[config.mk]
export PLATFORM = sky130hd
export DESIGN_NAME = vdc_ctrl
export DESIGN_NICKNAME = d
export VERILOG_FILES = /design/src/verilog/svd_pkg.sv /design/src/verilog/svd_ctrl.sv
export SDC_FILE = /design/constraint.sdc
export NUM_CORES = 1
export LEC_CHECK = 0
export ABC_CLOCK_PERIOD_IN_PS = 1600
export BUFFER_PORTS_ARGS = -buffer_cell sky130_fd_sc_hd__buf_2
export CAP_MARGIN = 20
export CORE_UTILIZATION = 43
export DETAILED_ROUTE_END_ITERATION = 12
export GPL_ROUTABILITY_DRIVEN = 0
export PLACE_DENSITY = 0.78
export SETUP_SLACK_MARGIN = 0.2
export SLEW_MARGIN = 40
export SYNTH_ARGS = -nofsm -noshare
export SYNTH_HDL_FRONTEND = slang
export SYNTH_SLANG_ARGS = --single-unit
[constraint.sdc]
create_clock -name core_clk -period 1.6 [get_ports core_clk]
set_input_delay 0.16 -clock core_clk [delete_from_list [all_inputs] [get_ports core_clk]]
set_output_delay 0.16 -clock core_clk [all_outputs]
set_load 0.05 [all_outputs]
[src/verilog/svd_pkg.sv]
// Purpose: Shared constants for the supply level monitor control block
// Assumes: APB with 32-bit data, 40 MHz core clock
// Notes: Printed offsets are word indices; byte address is index * 4
package vdc_pkg;

    // ------------------------------------------------------------
    // Register map
    // ------------------------------------------------------------
    localparam int ADDR_W = 20;
    localparam logic [15:0] IDX_THRESHOLD_SELECT = 16'hff04;
    localparam logic [15:0] IDX_DETECTOR_CONTROL_RESULT = 16'hff05;
    localparam logic [15:0] IDX_IRQ_STATUS = 16'hff06;
    localparam logic [15:0] IDX_IRQ_MASK = 16'hff07;

    // ------------------------------------------------------------
    // Fields and reset values
    // ------------------------------------------------------------
    localparam int SEL_W = 3;
    localparam int ON_BIT = 0;
    localparam int RESULT_BIT = 1;
    localparam int EVT_W = 3;
    localparam int EVT_CAPTURE = 0;
    localparam int EVT_LOW = 1;
    localparam int EVT_SETTLED = 2;
    localparam logic [SEL_W-1:0] SEL_RST = 3'h0;
    localparam logic [EVT_W-1:0] EVT_RST = 3'h0;

    // ------------------------------------------------------------
    // Threshold levels in millivolts
    // ------------------------------------------------------------
    localparam int MV_W = 12;
    localparam logic [MV_W-1:0] LVL_FAST_MV [8] = '{
        12'h73a, 12'h7d0, 12'h866, 12'h8fc,
        12'h992, 12'ha28, 12'habe, 12'hb54};
    localparam logic [MV_W-1:0] LVL_SLOW_MV [8] = '{
        12'h000, 12'h46a, 12'h4c4, 12'h514,
        12'h56e, 12'h5be, 12'h618, 12'h668};

    // ------------------------------------------------------------
    // Timing
    // ------------------------------------------------------------
    localparam int CLK_KHZ = 40000;
    localparam int MIN_ON_US = 500;
    localparam int MIN_ON_CYC = (MIN_ON_US * CLK_KHZ + 999) / 1000;
    localparam int CNT_W = 16;

    // ------------------------------------------------------------
    // Detector state
    // ------------------------------------------------------------
    typedef enum logic [1:0] {
        ST_OFF = 2'b00,
        ST_ON = 2'b01,
        ST_SETTLED = 2'b11
    } vdc_state_t;

endpackage

[src/verilog/svd_ctrl.sv]
// Purpose: Control for the on-chip supply level monitor
// Assumes: Comparator output synchronous to core_clk
// Notes: APB slave, zero wait states, sticky event interrupts
`timescale 1ns/10ps
`default_nettype none

module vdc_ctrl
    import vdc_pkg::*;
#(
    parameter int MIN_ON_CYCLES = MIN_ON_CYC
) (
    input wire logic core_clk,
    input wire logic rst,
    input wire logic psel,
    input wire logic penable,
    input wire logic pwrite,
    input wire logic [ADDR_W-1:0] paddr,
    input wire logic [31:0] pwdata,
    output logic [31:0] prdata,
    output logic pready,
    output logic pslverr,
    input wire logic high_speed_oscillator,
    input wire logic supply_below,
    output logic detector_on,
    output logic [SEL_W-1:0] threshold_select,
    output logic [MV_W-1:0] threshold_mv,
    output logic threshold_valid,
    output logic irq
);

    // ------------------------------------------------------------
    // Bus decode
    // ------------------------------------------------------------
    logic wr_en;
    logic rd_en;
    logic hit_sel;
    logic hit_ctl;
    logic hit_sts;
    logic hit_msk;
    logic mapped;

    function automatic logic [ADDR_W-1:0] baddr(input logic [15:0] idx);
        baddr = ADDR_W'({idx, 2'b00});
    endfunction

    assign hit_sel = (paddr == baddr(IDX_THRESHOLD_SELECT));
    assign hit_ctl = (paddr == baddr(IDX_DETECTOR_CONTROL_RESULT));
    assign hit_sts = (paddr == baddr(IDX_IRQ_STATUS));
    assign hit_msk = (paddr == baddr(IDX_IRQ_MASK));
    assign mapped = hit_sel | hit_ctl | hit_sts | hit_msk;
    assign wr_en = psel & penable & pwrite & mapped;
    assign rd_en = psel & penable & ~pwrite & mapped;
    // Every access completes in its first access cycle
    assign pready = 1'b1;
    assign pslverr = psel & penable & ~mapped;

    // ------------------------------------------------------------
    // Threshold select
    // ------------------------------------------------------------
    logic [SEL_W-1:0] sel_r;

    always_ff @(posedge core_clk or posedge rst) begin
        if (rst) begin
            sel_r <= SEL_RST;
        end else if (wr_en && hit_sel) begin
            sel_r <= pwdata[SEL_W-1:0];
        end
    end

    assign threshold_select = sel_r;

    // Level lookup; slow code 0 has no level and reports invalid
    logic [MV_W-1:0] mv_r;
    logic valid_r;

    always_ff @(posedge core_clk or posedge rst) begin
        if (rst) begin
            mv_r <= '0;
            valid_r <= 1'b0;
        end else if (high_speed_oscillator) begin
            mv_r <= LVL_FAST_MV[sel_r];
            valid_r <= 1'b1;
        end else begin
            mv_r <= LVL_SLOW_MV[sel_r];
            valid_r <= (sel_r != '0);
        end
    end

    assign threshold_mv = mv_r;
    assign threshold_valid = valid_r;

    // ------------------------------------------------------------
    // Detector control and result latch
    // ------------------------------------------------------------
    logic on_r;
    logic result_r;
    logic clear_on;

    // A falling write of the control bit while it was set
    assign clear_on = wr_en & hit_ctl & on_r & ~pwdata[ON_BIT];

    always_ff @(posedge core_clk or posedge rst) begin
        if (rst) begin
            on_r <= 1'b0;
        end else if (wr_en && hit_ctl) begin
            on_r <= pwdata[ON_BIT];
        end
    end

    // Result bit of the write data is ignored on purpose
    always_ff @(posedge core_clk or posedge rst) begin
        if (rst) begin
            result_r <= 1'b0;
        end else if (clear_on) begin
            result_r <= supply_below;
        end
    end

    assign detector_on = on_r;

    // ------------------------------------------------------------
    // On-time tracking
    // ------------------------------------------------------------
    // Hardware only reports settling; early clears are not blocked
    vdc_state_t state_r;
    vdc_state_t state_nxt;
    logic [CNT_W-1:0] cnt_r;
    logic settled_evt;

    always_comb begin
        state_nxt = state_r;
        case (state_r)
            ST_OFF: begin
                if (on_r) begin
                    state_nxt = ST_ON;
                end
            end
            ST_ON: begin
                if (!on_r) begin
                    state_nxt = ST_OFF;
                end else if (cnt_r >= CNT_W'(MIN_ON_CYCLES - 1)) begin
                    state_nxt = ST_SETTLED;
                end
            end
            ST_SETTLED: begin
                if (!on_r) begin
                    state_nxt = ST_OFF;
                end
            end
            default: begin
                state_nxt = ST_OFF;
            end
        endcase
    end

    always_ff @(posedge core_clk or posedge rst) begin
        if (rst) begin
            state_r <= ST_OFF;
        end else begin
            state_r <= state_nxt;
        end
    end

    always_ff @(posedge core_clk or posedge rst) begin
        if (rst) begin
            cnt_r <= '0;
        end else if (state_r == ST_ON) begin
            cnt_r <= cnt_r + 1'b1;
        end else begin
            cnt_r <= '0;
        end
    end

    assign settled_evt = (state_r == ST_ON) && (state_nxt == ST_SETTLED);

    // ------------------------------------------------------------
    // Interrupt status and mask
    // ------------------------------------------------------------
    logic [EVT_W-1:0] sts_r;
    logic [EVT_W-1:0] msk_r;
    logic [EVT_W-1:0] evt;
    logic [EVT_W-1:0] w1c;

    always_comb begin
        evt = '0;
        evt[EVT_CAPTURE] = clear_on;
        evt[EVT_LOW] = clear_on & supply_below;
        evt[EVT_SETTLED] = settled_evt;
    end

    assign w1c = (wr_en && hit_sts) ? pwdata[EVT_W-1:0] : '0;

    // Set beats clear so a same-cycle event is never lost
    always_ff @(posedge core_clk or posedge rst) begin
        if (rst) begin
            sts_r <= EVT_RST;
        end else begin
            sts_r <= (sts_r & ~w1c) | evt;
        end
    end

    always_ff @(posedge core_clk or posedge rst) begin
        if (rst) begin
            msk_r <= EVT_RST;
        end else if (wr_en && hit_msk) begin
            msk_r <= pwdata[EVT_W-1:0];
        end
    end

    assign irq = |(sts_r & msk_r);

    // ------------------------------------------------------------
    // Read data
    // ------------------------------------------------------------
    always_comb begin
        prdata = '0;
        if (rd_en && hit_sel) begin
            prdata[SEL_W-1:0] = sel_r;
        end else if (rd_en && hit_ctl) begin
            prdata[ON_BIT] = on_r;
            prdata[RESULT_BIT] = result_r;
        end else if (rd_en && hit_sts) begin
            prdata[EVT_W-1:0] = sts_r;
        end else if (rd_en && hit_msk) begin
            prdata[EVT_W-1:0] = msk_r;
        end
    end

endmodule // vdc_ctrl

`default_nettype wire

==> results of run 1 <==
==> per-layer routing <==
| metal | up-vias | share of wire (%) | track usage, % |
|---|---|---|---|
| li1 | 953 | - | - |
| met1 | 997 | 39 | 21.2 |
| met2 | 71 | 55 | 31.9 |
| met3 | 4 | 5.1 | 4.40 |
| met4 | 0 | 1.0 | 7.36 |
| met5 | - | 0 | 0 |
==> sequential cells by signal, indices dropped and copies added (netlist names) <==
signal            flops
cnt_r                16
threshold_mv         11
msk_r                 3
sts_r                 3
threshold_select      3
state_r               2
detector_on           1
result_r              1
threshold_valid       1
==> critical path, delay by kind of cell, from the launching register on <==
| family | cells | cell delay, ns |
|---|---|---|
| flip-flops | 1 | 0.48 |
| multiplexers | 1 | 0.46 |
| buffers and inverters | 1 | 0.15 |
| AND/OR/NAND/NOR | 1 | 0.14 |
==> layout make-up <==
type,count,share of cell area [%]
inverter,11,1.95
clock buffer,7,2.83
multi-input combinational,187,45.0
sequential,41,30.5
tap,72,2.65
timing repair buffer,82,17.0
clock inverter,1,0.147
==> stage by stage <==
| stage | cell area, µm² | TNS [ns] |
|---|---|---|
| finish | 3400 | -0.118 |
| floorplan | 2650 | -0.448 |
| global placement | 2870 | -1.57 |
| CTS | 3190 | -0.245 |
| global route | 3400 | -0.442 |
| detailed placement | 2870 | -1.55 |
==> repair_timing <==
action | 4_1_cts | 5_1_grt
endpoints found under the hold margin | 41 | 0
cloned | 0 | 0
setup endpoints to repair | 18 | 32
hold buffers | 1 | 0
buffers inserted | 7 | 6
resized for setup | 35 | 39
pin swaps | 19 | 13
==> where the power goes <==
group          internal, mW  switching (mW)  total, mW  leakage (nW)
Clock                 0.390           0.358      0.748        0.0542
Combinational        0.0648           0.278      0.343          1.06
Sequential             1.05         0.00247       1.05         0.540
Total                  1.50           0.639       2.14          1.65
==> layout by cell type, fill, tap and decap left out, types with 4 or more instances in the layout <==
cell      Yosys  layout
dfrtp_2       0       6
nand3_1      11       5
buf_6         0      13
dfrtp_1      41      34
nand2_1      12      11
mux2_4        3       8
xnor2_1      10       8
ha_4          0       5
clkbuf_8      0       7
mux2i_1       5       4
inv_1        10       8
nand3_2       0       4
conb_1        2      31
nand4_1       6       6
buf_4        31      22
nor2_1       25      22
buf_2         1      44
a21oi_1       9       8
==> worst max-delay path by stage <==
stage | startpoint | end | slack (ns)
after floorplan | paddr[7] | msk_r[0] | -0.08
after global placement | paddr[7] | prdata[0] | -0.20
after detailed placement | paddr[7] | threshold_select[2] | -0.20
after CTS | threshold_select[1] | prdata[1] | -0.08
after global routing | threshold_select[1] | prdata[1] | -0.11
final | threshold_select[1] | prdata[1] | -0.08
==> cells by family after synthesis <==
logic type               share of synthesized area [%]
adder cells (fa/ha/maj)                           4.62
buffers and inverters                             12.4
AO/OA/AOI/OAI                                     7.34
other                                            0.308
XOR/XNOR                                          5.03
multiplexers                                      8.52
AND/OR/NAND/NOR                                   19.8
flip-flops                                        42.1
==> metrics.txt, run 1 <==
status=finished with violations; failing checks=setup timing; Yosys top cell area share=42.1%; Total GRT Usage=18.2%; Area contributors post-synth=dfrtp_1, buf_4, ha_1; nets@finish=396; LEAKAGE=1.65 nW; Hold Crit Start=pwdata[1]; total power=2.14 mW; Max Freq=0.594 GHz; final std cells w/o fill=401; core box area=0.00547 mm²; crit start category=flip-flop; largest net degree at the start of global routing=42; power density cells=630 mW/mm²; synth cell count leaders=dfrtp_1, buf_4, nor2_1, nand2_1, nand3_1; Sequential Area=0.00104 mm²; CTS clock-pin slew for the worst setup and hold paths=0.08 ns; Worst VDD drop=0.000312 V; Max FO, Critical Path=2; Num Clock Sinks=41; Initial DRT Pass Iterations=4; share of cells above drive strength 1=46.8%; relative slew slack=52.7%; CTS tree=done; Gate Count Post-Synth=248; Clock Skew=0.00994 ns; Hold Violations, Final=0; Worst-Margin Slew=0.703 ns; Final Cycle Share=105%; R2R Path Start=cnt_r[0]; drt total wl=5380 µm; Synthesis Warnings=0; placed insts=379; IO Pins=111; DR DRC count=0; final core utilization=62.1%; pre-CTS WS=-0.203 ns; PortBufs=50; hpwl dp=3450 µm; Num CTS Buffers=5; vias in the first global route=1871; die footprint=0.00598 mm²; Post-synth top flop=dfrtp_1; area leader, netlist=dfrtp_1; setup slack, reg-to-reg=0.05 ns; Vias per Instance=5.05; DIE HEIGHT=77.3 µm; cell chain of the critical path=mux4_2 > nor2b_4 > buf_6; hold path depth=2; Async SR Flop Fraction=100%; Crit path required time=1.44 ns; Crit. End Element=output port; CP arrival=1.52 ns; r2r endpoint=cnt_r[14]; final setup fails=3; min Tclk post-route=1.68 ns; Crit Path Class=flip-flop to output port; Post-Syn Area=0.00244 mm²; flops & latches, synth=41; H-tree levels=2; count leader, synth=dfrtp_1; Reg2Reg Depth=7; area grow syn2layout=39.5%; initial drt markers=77; Max Cap Viol=0; crit-path max cell delay=0.48 ns; Worst Hold End=msk_r[1]; Synth cell types=46; mean post-synth cell area=9.83 µm²; EDFF count, synth=0; Filler Cells Inserted=436; worst hold path type=input pin to flip-flop; clk_lat worst skew=0.30 ns; fin. max-slew vios=0; ant diodes=0; clk buf depth=2; via count=2025; remaining antenna violation count after routing=0; final worst slack=-0.0823 ns; Die Wd=77.3 µm; setup repair after global routing missed its margin=true; Seq/Total Area, Yosys=42.1%; initial antenna violation count=0; num rows=27; DR WL/cell=13.4 µm; first-pass GRT wire length=8520 µm; grt total ovfl=0; final hold slack=0.138 ns; root buf cell=clkbuf_8; initial core utilization=44.6%; Slowest-stage cell, CP=dfrtp_4; multi-input combinational cell area=0.00153 mm²
No activity file was read; power rests on OpenSTA's default activity.
==> run 2, diff against run 1 <==
--- a/config.mk
+++ b/config.mk
@@ -5,10 +5,10 @@
 export SDC_FILE = /design/constraint.sdc
 export NUM_CORES = 1
 export LEC_CHECK = 0
-export ABC_CLOCK_PERIOD_IN_PS = 1600
+export ABC_CLOCK_PERIOD_IN_PS = 1700
 export BUFFER_PORTS_ARGS = -buffer_cell sky130_fd_sc_hd__buf_2
 export CAP_MARGIN = 20
-export CORE_UTILIZATION = 43
+export CORE_UTILIZATION = 45
 export DETAILED_ROUTE_END_ITERATION = 12
 export GPL_ROUTABILITY_DRIVEN = 0
 export PLACE_DENSITY = 0.78
==> constraint.sdc (replaced) <==
create_clock -name core_clk -period 1.7 [get_ports core_clk]
set_input_delay 0.17 -clock core_clk [delete_from_list [all_inputs] [get_ports core_clk]]
set_output_delay 0.17 -clock core_clk [all_outputs]
set_load 0.05 [all_outputs]
==> metrics.txt, run 2 (synthesized netlist as in run 1, its figures left out) <==
area grow syn2layout=29.2%; min Tclk post-route=1.64 ns; grt total ovfl=0; clk_lat worst skew=0.30 ns; num rows=26; Hold Violations, Final=13; met1 Use GR=20.7%; r2r endpoint=cnt_r[8]; Worst Setup EP=prdata[0]; Final Cycle Share=96.7%; status=finished with violations; DR WL/cell=13.3 µm; Total GRT Usage=18.5%; largest net degree at the start of global routing=42; DIE HEIGHT=75.6 µm; nets@finish=392; power density cells=619 mW/mm²; total power=1.95 mW; final hold slack=-0.0102 ns; CTS tree=done; most frequent cells in the layout=buf_2, dfrtp_1, conb_1; crit start category=input pin; IO Pins=111; first-pass GRT wire length=7940 µm; commonest non-fill, non-tap cell in the layout=buf_2; Die Wd=75.6 µm; relative slew slack=56.4%; Vias per Instance=5.09; initial antenna violation count=0; CTS clock-pin slew for the worst setup and hold paths=0.07 ns; via count=2006; Num Clock Sinks=41; GR Util met3=4.37%; setup slack, reg-to-reg=0.14 ns; Initial DRT Pass Iterations=5; Worst Path Buf+Inv=2; Max Cap Viol=0; vias in the first global route=1820; Max FO, Critical Path=3; pre-CTS WS=-0.108 ns; Crit Path Class=input pin to output port; Top reg by flops=cnt_r; Worst VDD drop=0.000371 V; Slowest-stage cell, CP=or4_4; Worst-Margin Slew=0.648 ns; clk buf depth=2; Crit. End Element=output port; drt total wl=5230 µm; core box area=0.00517 mm²; R2R Path Start=cnt_r[0]; Reg2Reg Depth=7; cell chain of the critical path=buf_6 > or4_4 > nor3_4 > nand3_4 > nor2b_4 > buf_8; share of cells above drive strength 1=40.4%; Num CTS Buffers=5; crit-path max cell delay=0.53 ns; remaining antenna violation count after routing=0; PortBufs=50; Max Freq=0.608 GHz; CP arrival=1.47 ns; final worst slack=0.0556 ns; ant diodes=0; Clock Skew=0.00611 ns; max FFs per register=16; worst hold path type=input pin to asynchronous set/reset pin; H-tree levels=2; final setup fails=0; Crit path required time=1.53 ns; critical path's top delay family=simple AND/OR/NAND/NOR gates; LEAKAGE=1.57 nW; Setup crit start=paddr[0]; setup repair after global routing missed its margin=true; failing checks=hold timing; initial core utilization=47.1%; final core utilization=60.9%; met2 global-route usage=33.8%; hpwl dp=3310 µm; GRT busiest layer=met2; root buf cell=clkbuf_8; initial drt markers=81; fin. max-slew vios=0; die footprint=0.00572 mm²; DR DRC count=0; critical path depth=6
run 2: cell types whose count changed in the layout (fill, tap and decap cells not counted), moves of 3 or more:
cell,previous run,this run
buf_6,13,8
dfrtp_1,34,37
ha_1,3,8
ha_4,5,0
mux2_2,1,4
mux2_4,8,5
nand3_1,5,8
o21ai_0,2,5
run 2: cell type report:
type	instances	area, µm²
inverters	11	45.0
multi-input cells	187	1380
repair buffers	78	520
fillers	414	2020
well taps	70	87.6
clock buffers	7	86.3
flip-flops and latches	41	1030
run 2: report_power, final:
| group | total (mW) | switching [mW] | internal, mW |
|---|---|---|---|
| registers | 0.988 | 0.00211 | 0.986 |
| clock network | 0.651 | 0.328 | 0.322 |
| logic | 0.313 | 0.258 | 0.0551 |
run 2: through the flow:
step	instance area [µm²]	setup TNS, ns	std cells
floorplan	2590	0	277
global placement	2750	-0.468	371
detailed placement	2750	-0.563	371
CTS	2980	0	389
global route	3150	0	394
finish	3150	0	394
run 2: worst min-delay path by stage:
| stage | startpoint | to | cells after the start |
|---|---|---|---|
| final | rst | threshold_mv[2] | 3 |
| after global routing | rst | threshold_mv[2] | 3 |
| after CTS | rst | cnt_r[7] | 3 |
| after detailed placement | rst | threshold_mv[2] | 3 |
| after global placement | rst | threshold_mv[10] | 3 |
| after floorplan | pwdata[1] | threshold_select[1] | 1 |
run 2: metal layers:
| metal | up-vias | wire length (µm) |
|---|---|---|
| li1 | 946 | - |
| met1 | 961 | 2120 |
| met2 | 86 | 2710 |
| met3 | 13 | 276 |
| met4 | 0 | 123 |
| met5 | - | 0 |
run 2: worst register-to-register path, stage by stage (launching register included):
cell     delay [ns]
dfrtp_1        0.38
ha_2           0.19
nand4_1        0.20
buf_4          0.21
buf_4          0.14
nor3_4         0.16
xnor2_1        0.13
nor2_1         0.05
run 2: what timing repair did:
action | CTS | global route
pin swaps | 7 | 14
buffers inserted | 11 | 5
hold buffers | 0 | 0
gates resized for setup | 16 | 31
endpoints found under the setup margin | 9 | 27
==> run 3, diff against run 2 <==
--- a/config.mk
+++ b/config.mk
@@ -7,12 +7,13 @@
 export LEC_CHECK = 0
 export ABC_CLOCK_PERIOD_IN_PS = 1700
 export BUFFER_PORTS_ARGS = -buffer_cell sky130_fd_sc_hd__buf_2
-export CAP_MARGIN = 20
-export CORE_UTILIZATION = 45
+export CAP_MARGIN = 10
+export CORE_UTILIZATION = 47
 export DETAILED_ROUTE_END_ITERATION = 12
 export GPL_ROUTABILITY_DRIVEN = 0
-export PLACE_DENSITY = 0.78
+export PLACE_DENSITY = 0.81
 export SETUP_SLACK_MARGIN = 0.2
+export SKIP_CTS_REPAIR_TIMING = 1
 export SLEW_MARGIN = 40
 export SYNTH_ARGS = -nofsm -noshare
 export SYNTH_HDL_FRONTEND = slang
==> metrics.txt, run 3 (synthesized netlist as in run 1, its figures left out) <==
status=finished with violations; failing checks=hold timing, setup timing; H-tree levels=2; Max Cap Viol=0; largest net degree at the start of global routing=42; hpwl dp=3340 µm; CTS clock-pin slew for the worst setup and hold paths=0.08 ns; final core utilization=63.7%; fin. max-slew vios=0; crit-path max cell delay=0.54 ns; Top reg by flops=cnt_r; CP most frequent cell=buf_6; root buf cell=clkbuf_8; pre-CTS WS=-0.136 ns; Max FO, Critical Path=4; met2 global-route usage=32.6%; Clock Skew=0.00684 ns; initial drt markers=72; Num Clock Sinks=41; clk_lat worst skew=0.30 ns; Slowest-stage cell, CP=or4_4; via count=1937; Worst VDD drop=0.000334 V; ant diodes=0; Vias per Instance=5.03; core box area=0.00485 mm²; CTS tree=done; commonest non-fill, non-tap cell in the layout=buf_2; DR WL/cell=13.0 µm; initial antenna violation count=0; final hold slack=-0.0151 ns; CP arrival=1.57 ns; GR Util met3=4.07%; most frequent cells in the layout=buf_2, dfrtp_1, conb_1; LEAKAGE=1.54 nW; vias in the first global route=1741; Total GRT Usage=18.8%; power density cells=651 mW/mm²; drt total wl=4990 µm; final worst slack=-0.0384 ns; Num CTS Buffers=5; critical path's top delay family=simple AND/OR/NAND/NOR gates; Die Wd=74.0 µm; setup repair after global routing missed its margin=true; PortBufs=50; grt total ovfl=0; Crit Path Class=input pin to output port; Worst Path Buf+Inv=3; remaining antenna violation count after routing=0; worst hold path type=input pin to asynchronous set/reset pin; Crit. End Element=output port; GRT busiest layer=met2; setup tns final=-0.0500 ns; Cell Area, Placed=0.00274 mm²; clk buf depth=2; final instance area=0.00309 mm²; Final Cycle Share=102%; relative slew slack=58.8%; min Tclk post-route=1.74 ns; share of cells above drive strength 1=37.7%; Initial DRT Pass Iterations=4; Max Freq=0.575 GHz; first-pass GRT wire length=7790 µm; num rows=25; crit start category=input pin; met1 Use GR=22.5%; Crit path required time=1.53 ns; DIE HEIGHT=74.0 µm; Hold Violations, Final=41; DR DRC count=0; final setup fails=3; die footprint=0.00548 mm²; cell chain of the critical path=buf_6 > or4_4 > nor3_4 > buf_6 > and2_4 > nor2_2 > buf_6; initial core utilization=50.3%; max FFs per register=16; area grow syn2layout=26.7%; IO Pins=111; Worst-Margin Slew=0.613 ns; nets@finish=385
-- run 3: layout make-up --
| type | count | area, µm² |
|---|---|---|
| inverters | 11 | 42.5 |
| well taps | 67 | 83.8 |
| multi-input cells | 187 | 1380 |
| clock inverters | 1 | 5.00 |
| repair buffers | 71 | 453 |
| fillers | 367 | 1760 |
| flip-flops and latches | 41 | 1030 |
| clock buffers | 7 | 96.3 |
-- run 3: final timing paths --
check	startpoint	slack, ns	endpoint	cells after the start
setup / recovery	paddr[7]	-0.04	pslverr	7
hold / removal	rst	-0.02	threshold_mv[6]	3
setup reg to reg	cnt_r[6]	0.13	sts_r[2]	4
hold reg to reg	result_r	0.50	result_r	1
max in group asynchronous	rst	1.34	threshold_select[1]	3
min in group core_clk	pwdata[2]	0.16	msk_r[2]	2
-- run 3: per-layer routing --
layer  vias to the layer above  wire length [µm]
met2                        80              2500
met5                         -                 0
met4                         0                90
li1                        934                 -
met1                       916              2150
met3                         7               249
-- run 3: report_power, final --
group | switching, mW | total, mW | leakage, nW | internal (mW)
Combinational | 0.259 | 0.314 | 0.936 | 0.0551
Clock | 0.341 | 0.708 | 0.0542 | 0.367
Sequential | 0.00221 | 0.988 | 0.547 | 0.986
Total | 0.602 | 2.01 | 1.54 | 1.41
-- run 3: metrics by stage --
step,power [mW],std cells,hold WS (ns)
6_report,2.01,385,-0.0151
5_1_grt,2.09,385,0.0607
4_1_cts,2.02,375,-0.00780
3_5_place_dp,1.32,367,0.321
3_3_place_gp,1.31,367,0.319
2_1_floorplan,1.31,277,0.302
-- run 3: worst register-to-register path, cell delays in order, from the launching register on --
cell	delay, ns
dfrtp_1	0.42
nor4_1	0.33
a21oi_1	0.11
or3_4	0.38
a32o_1	0.23
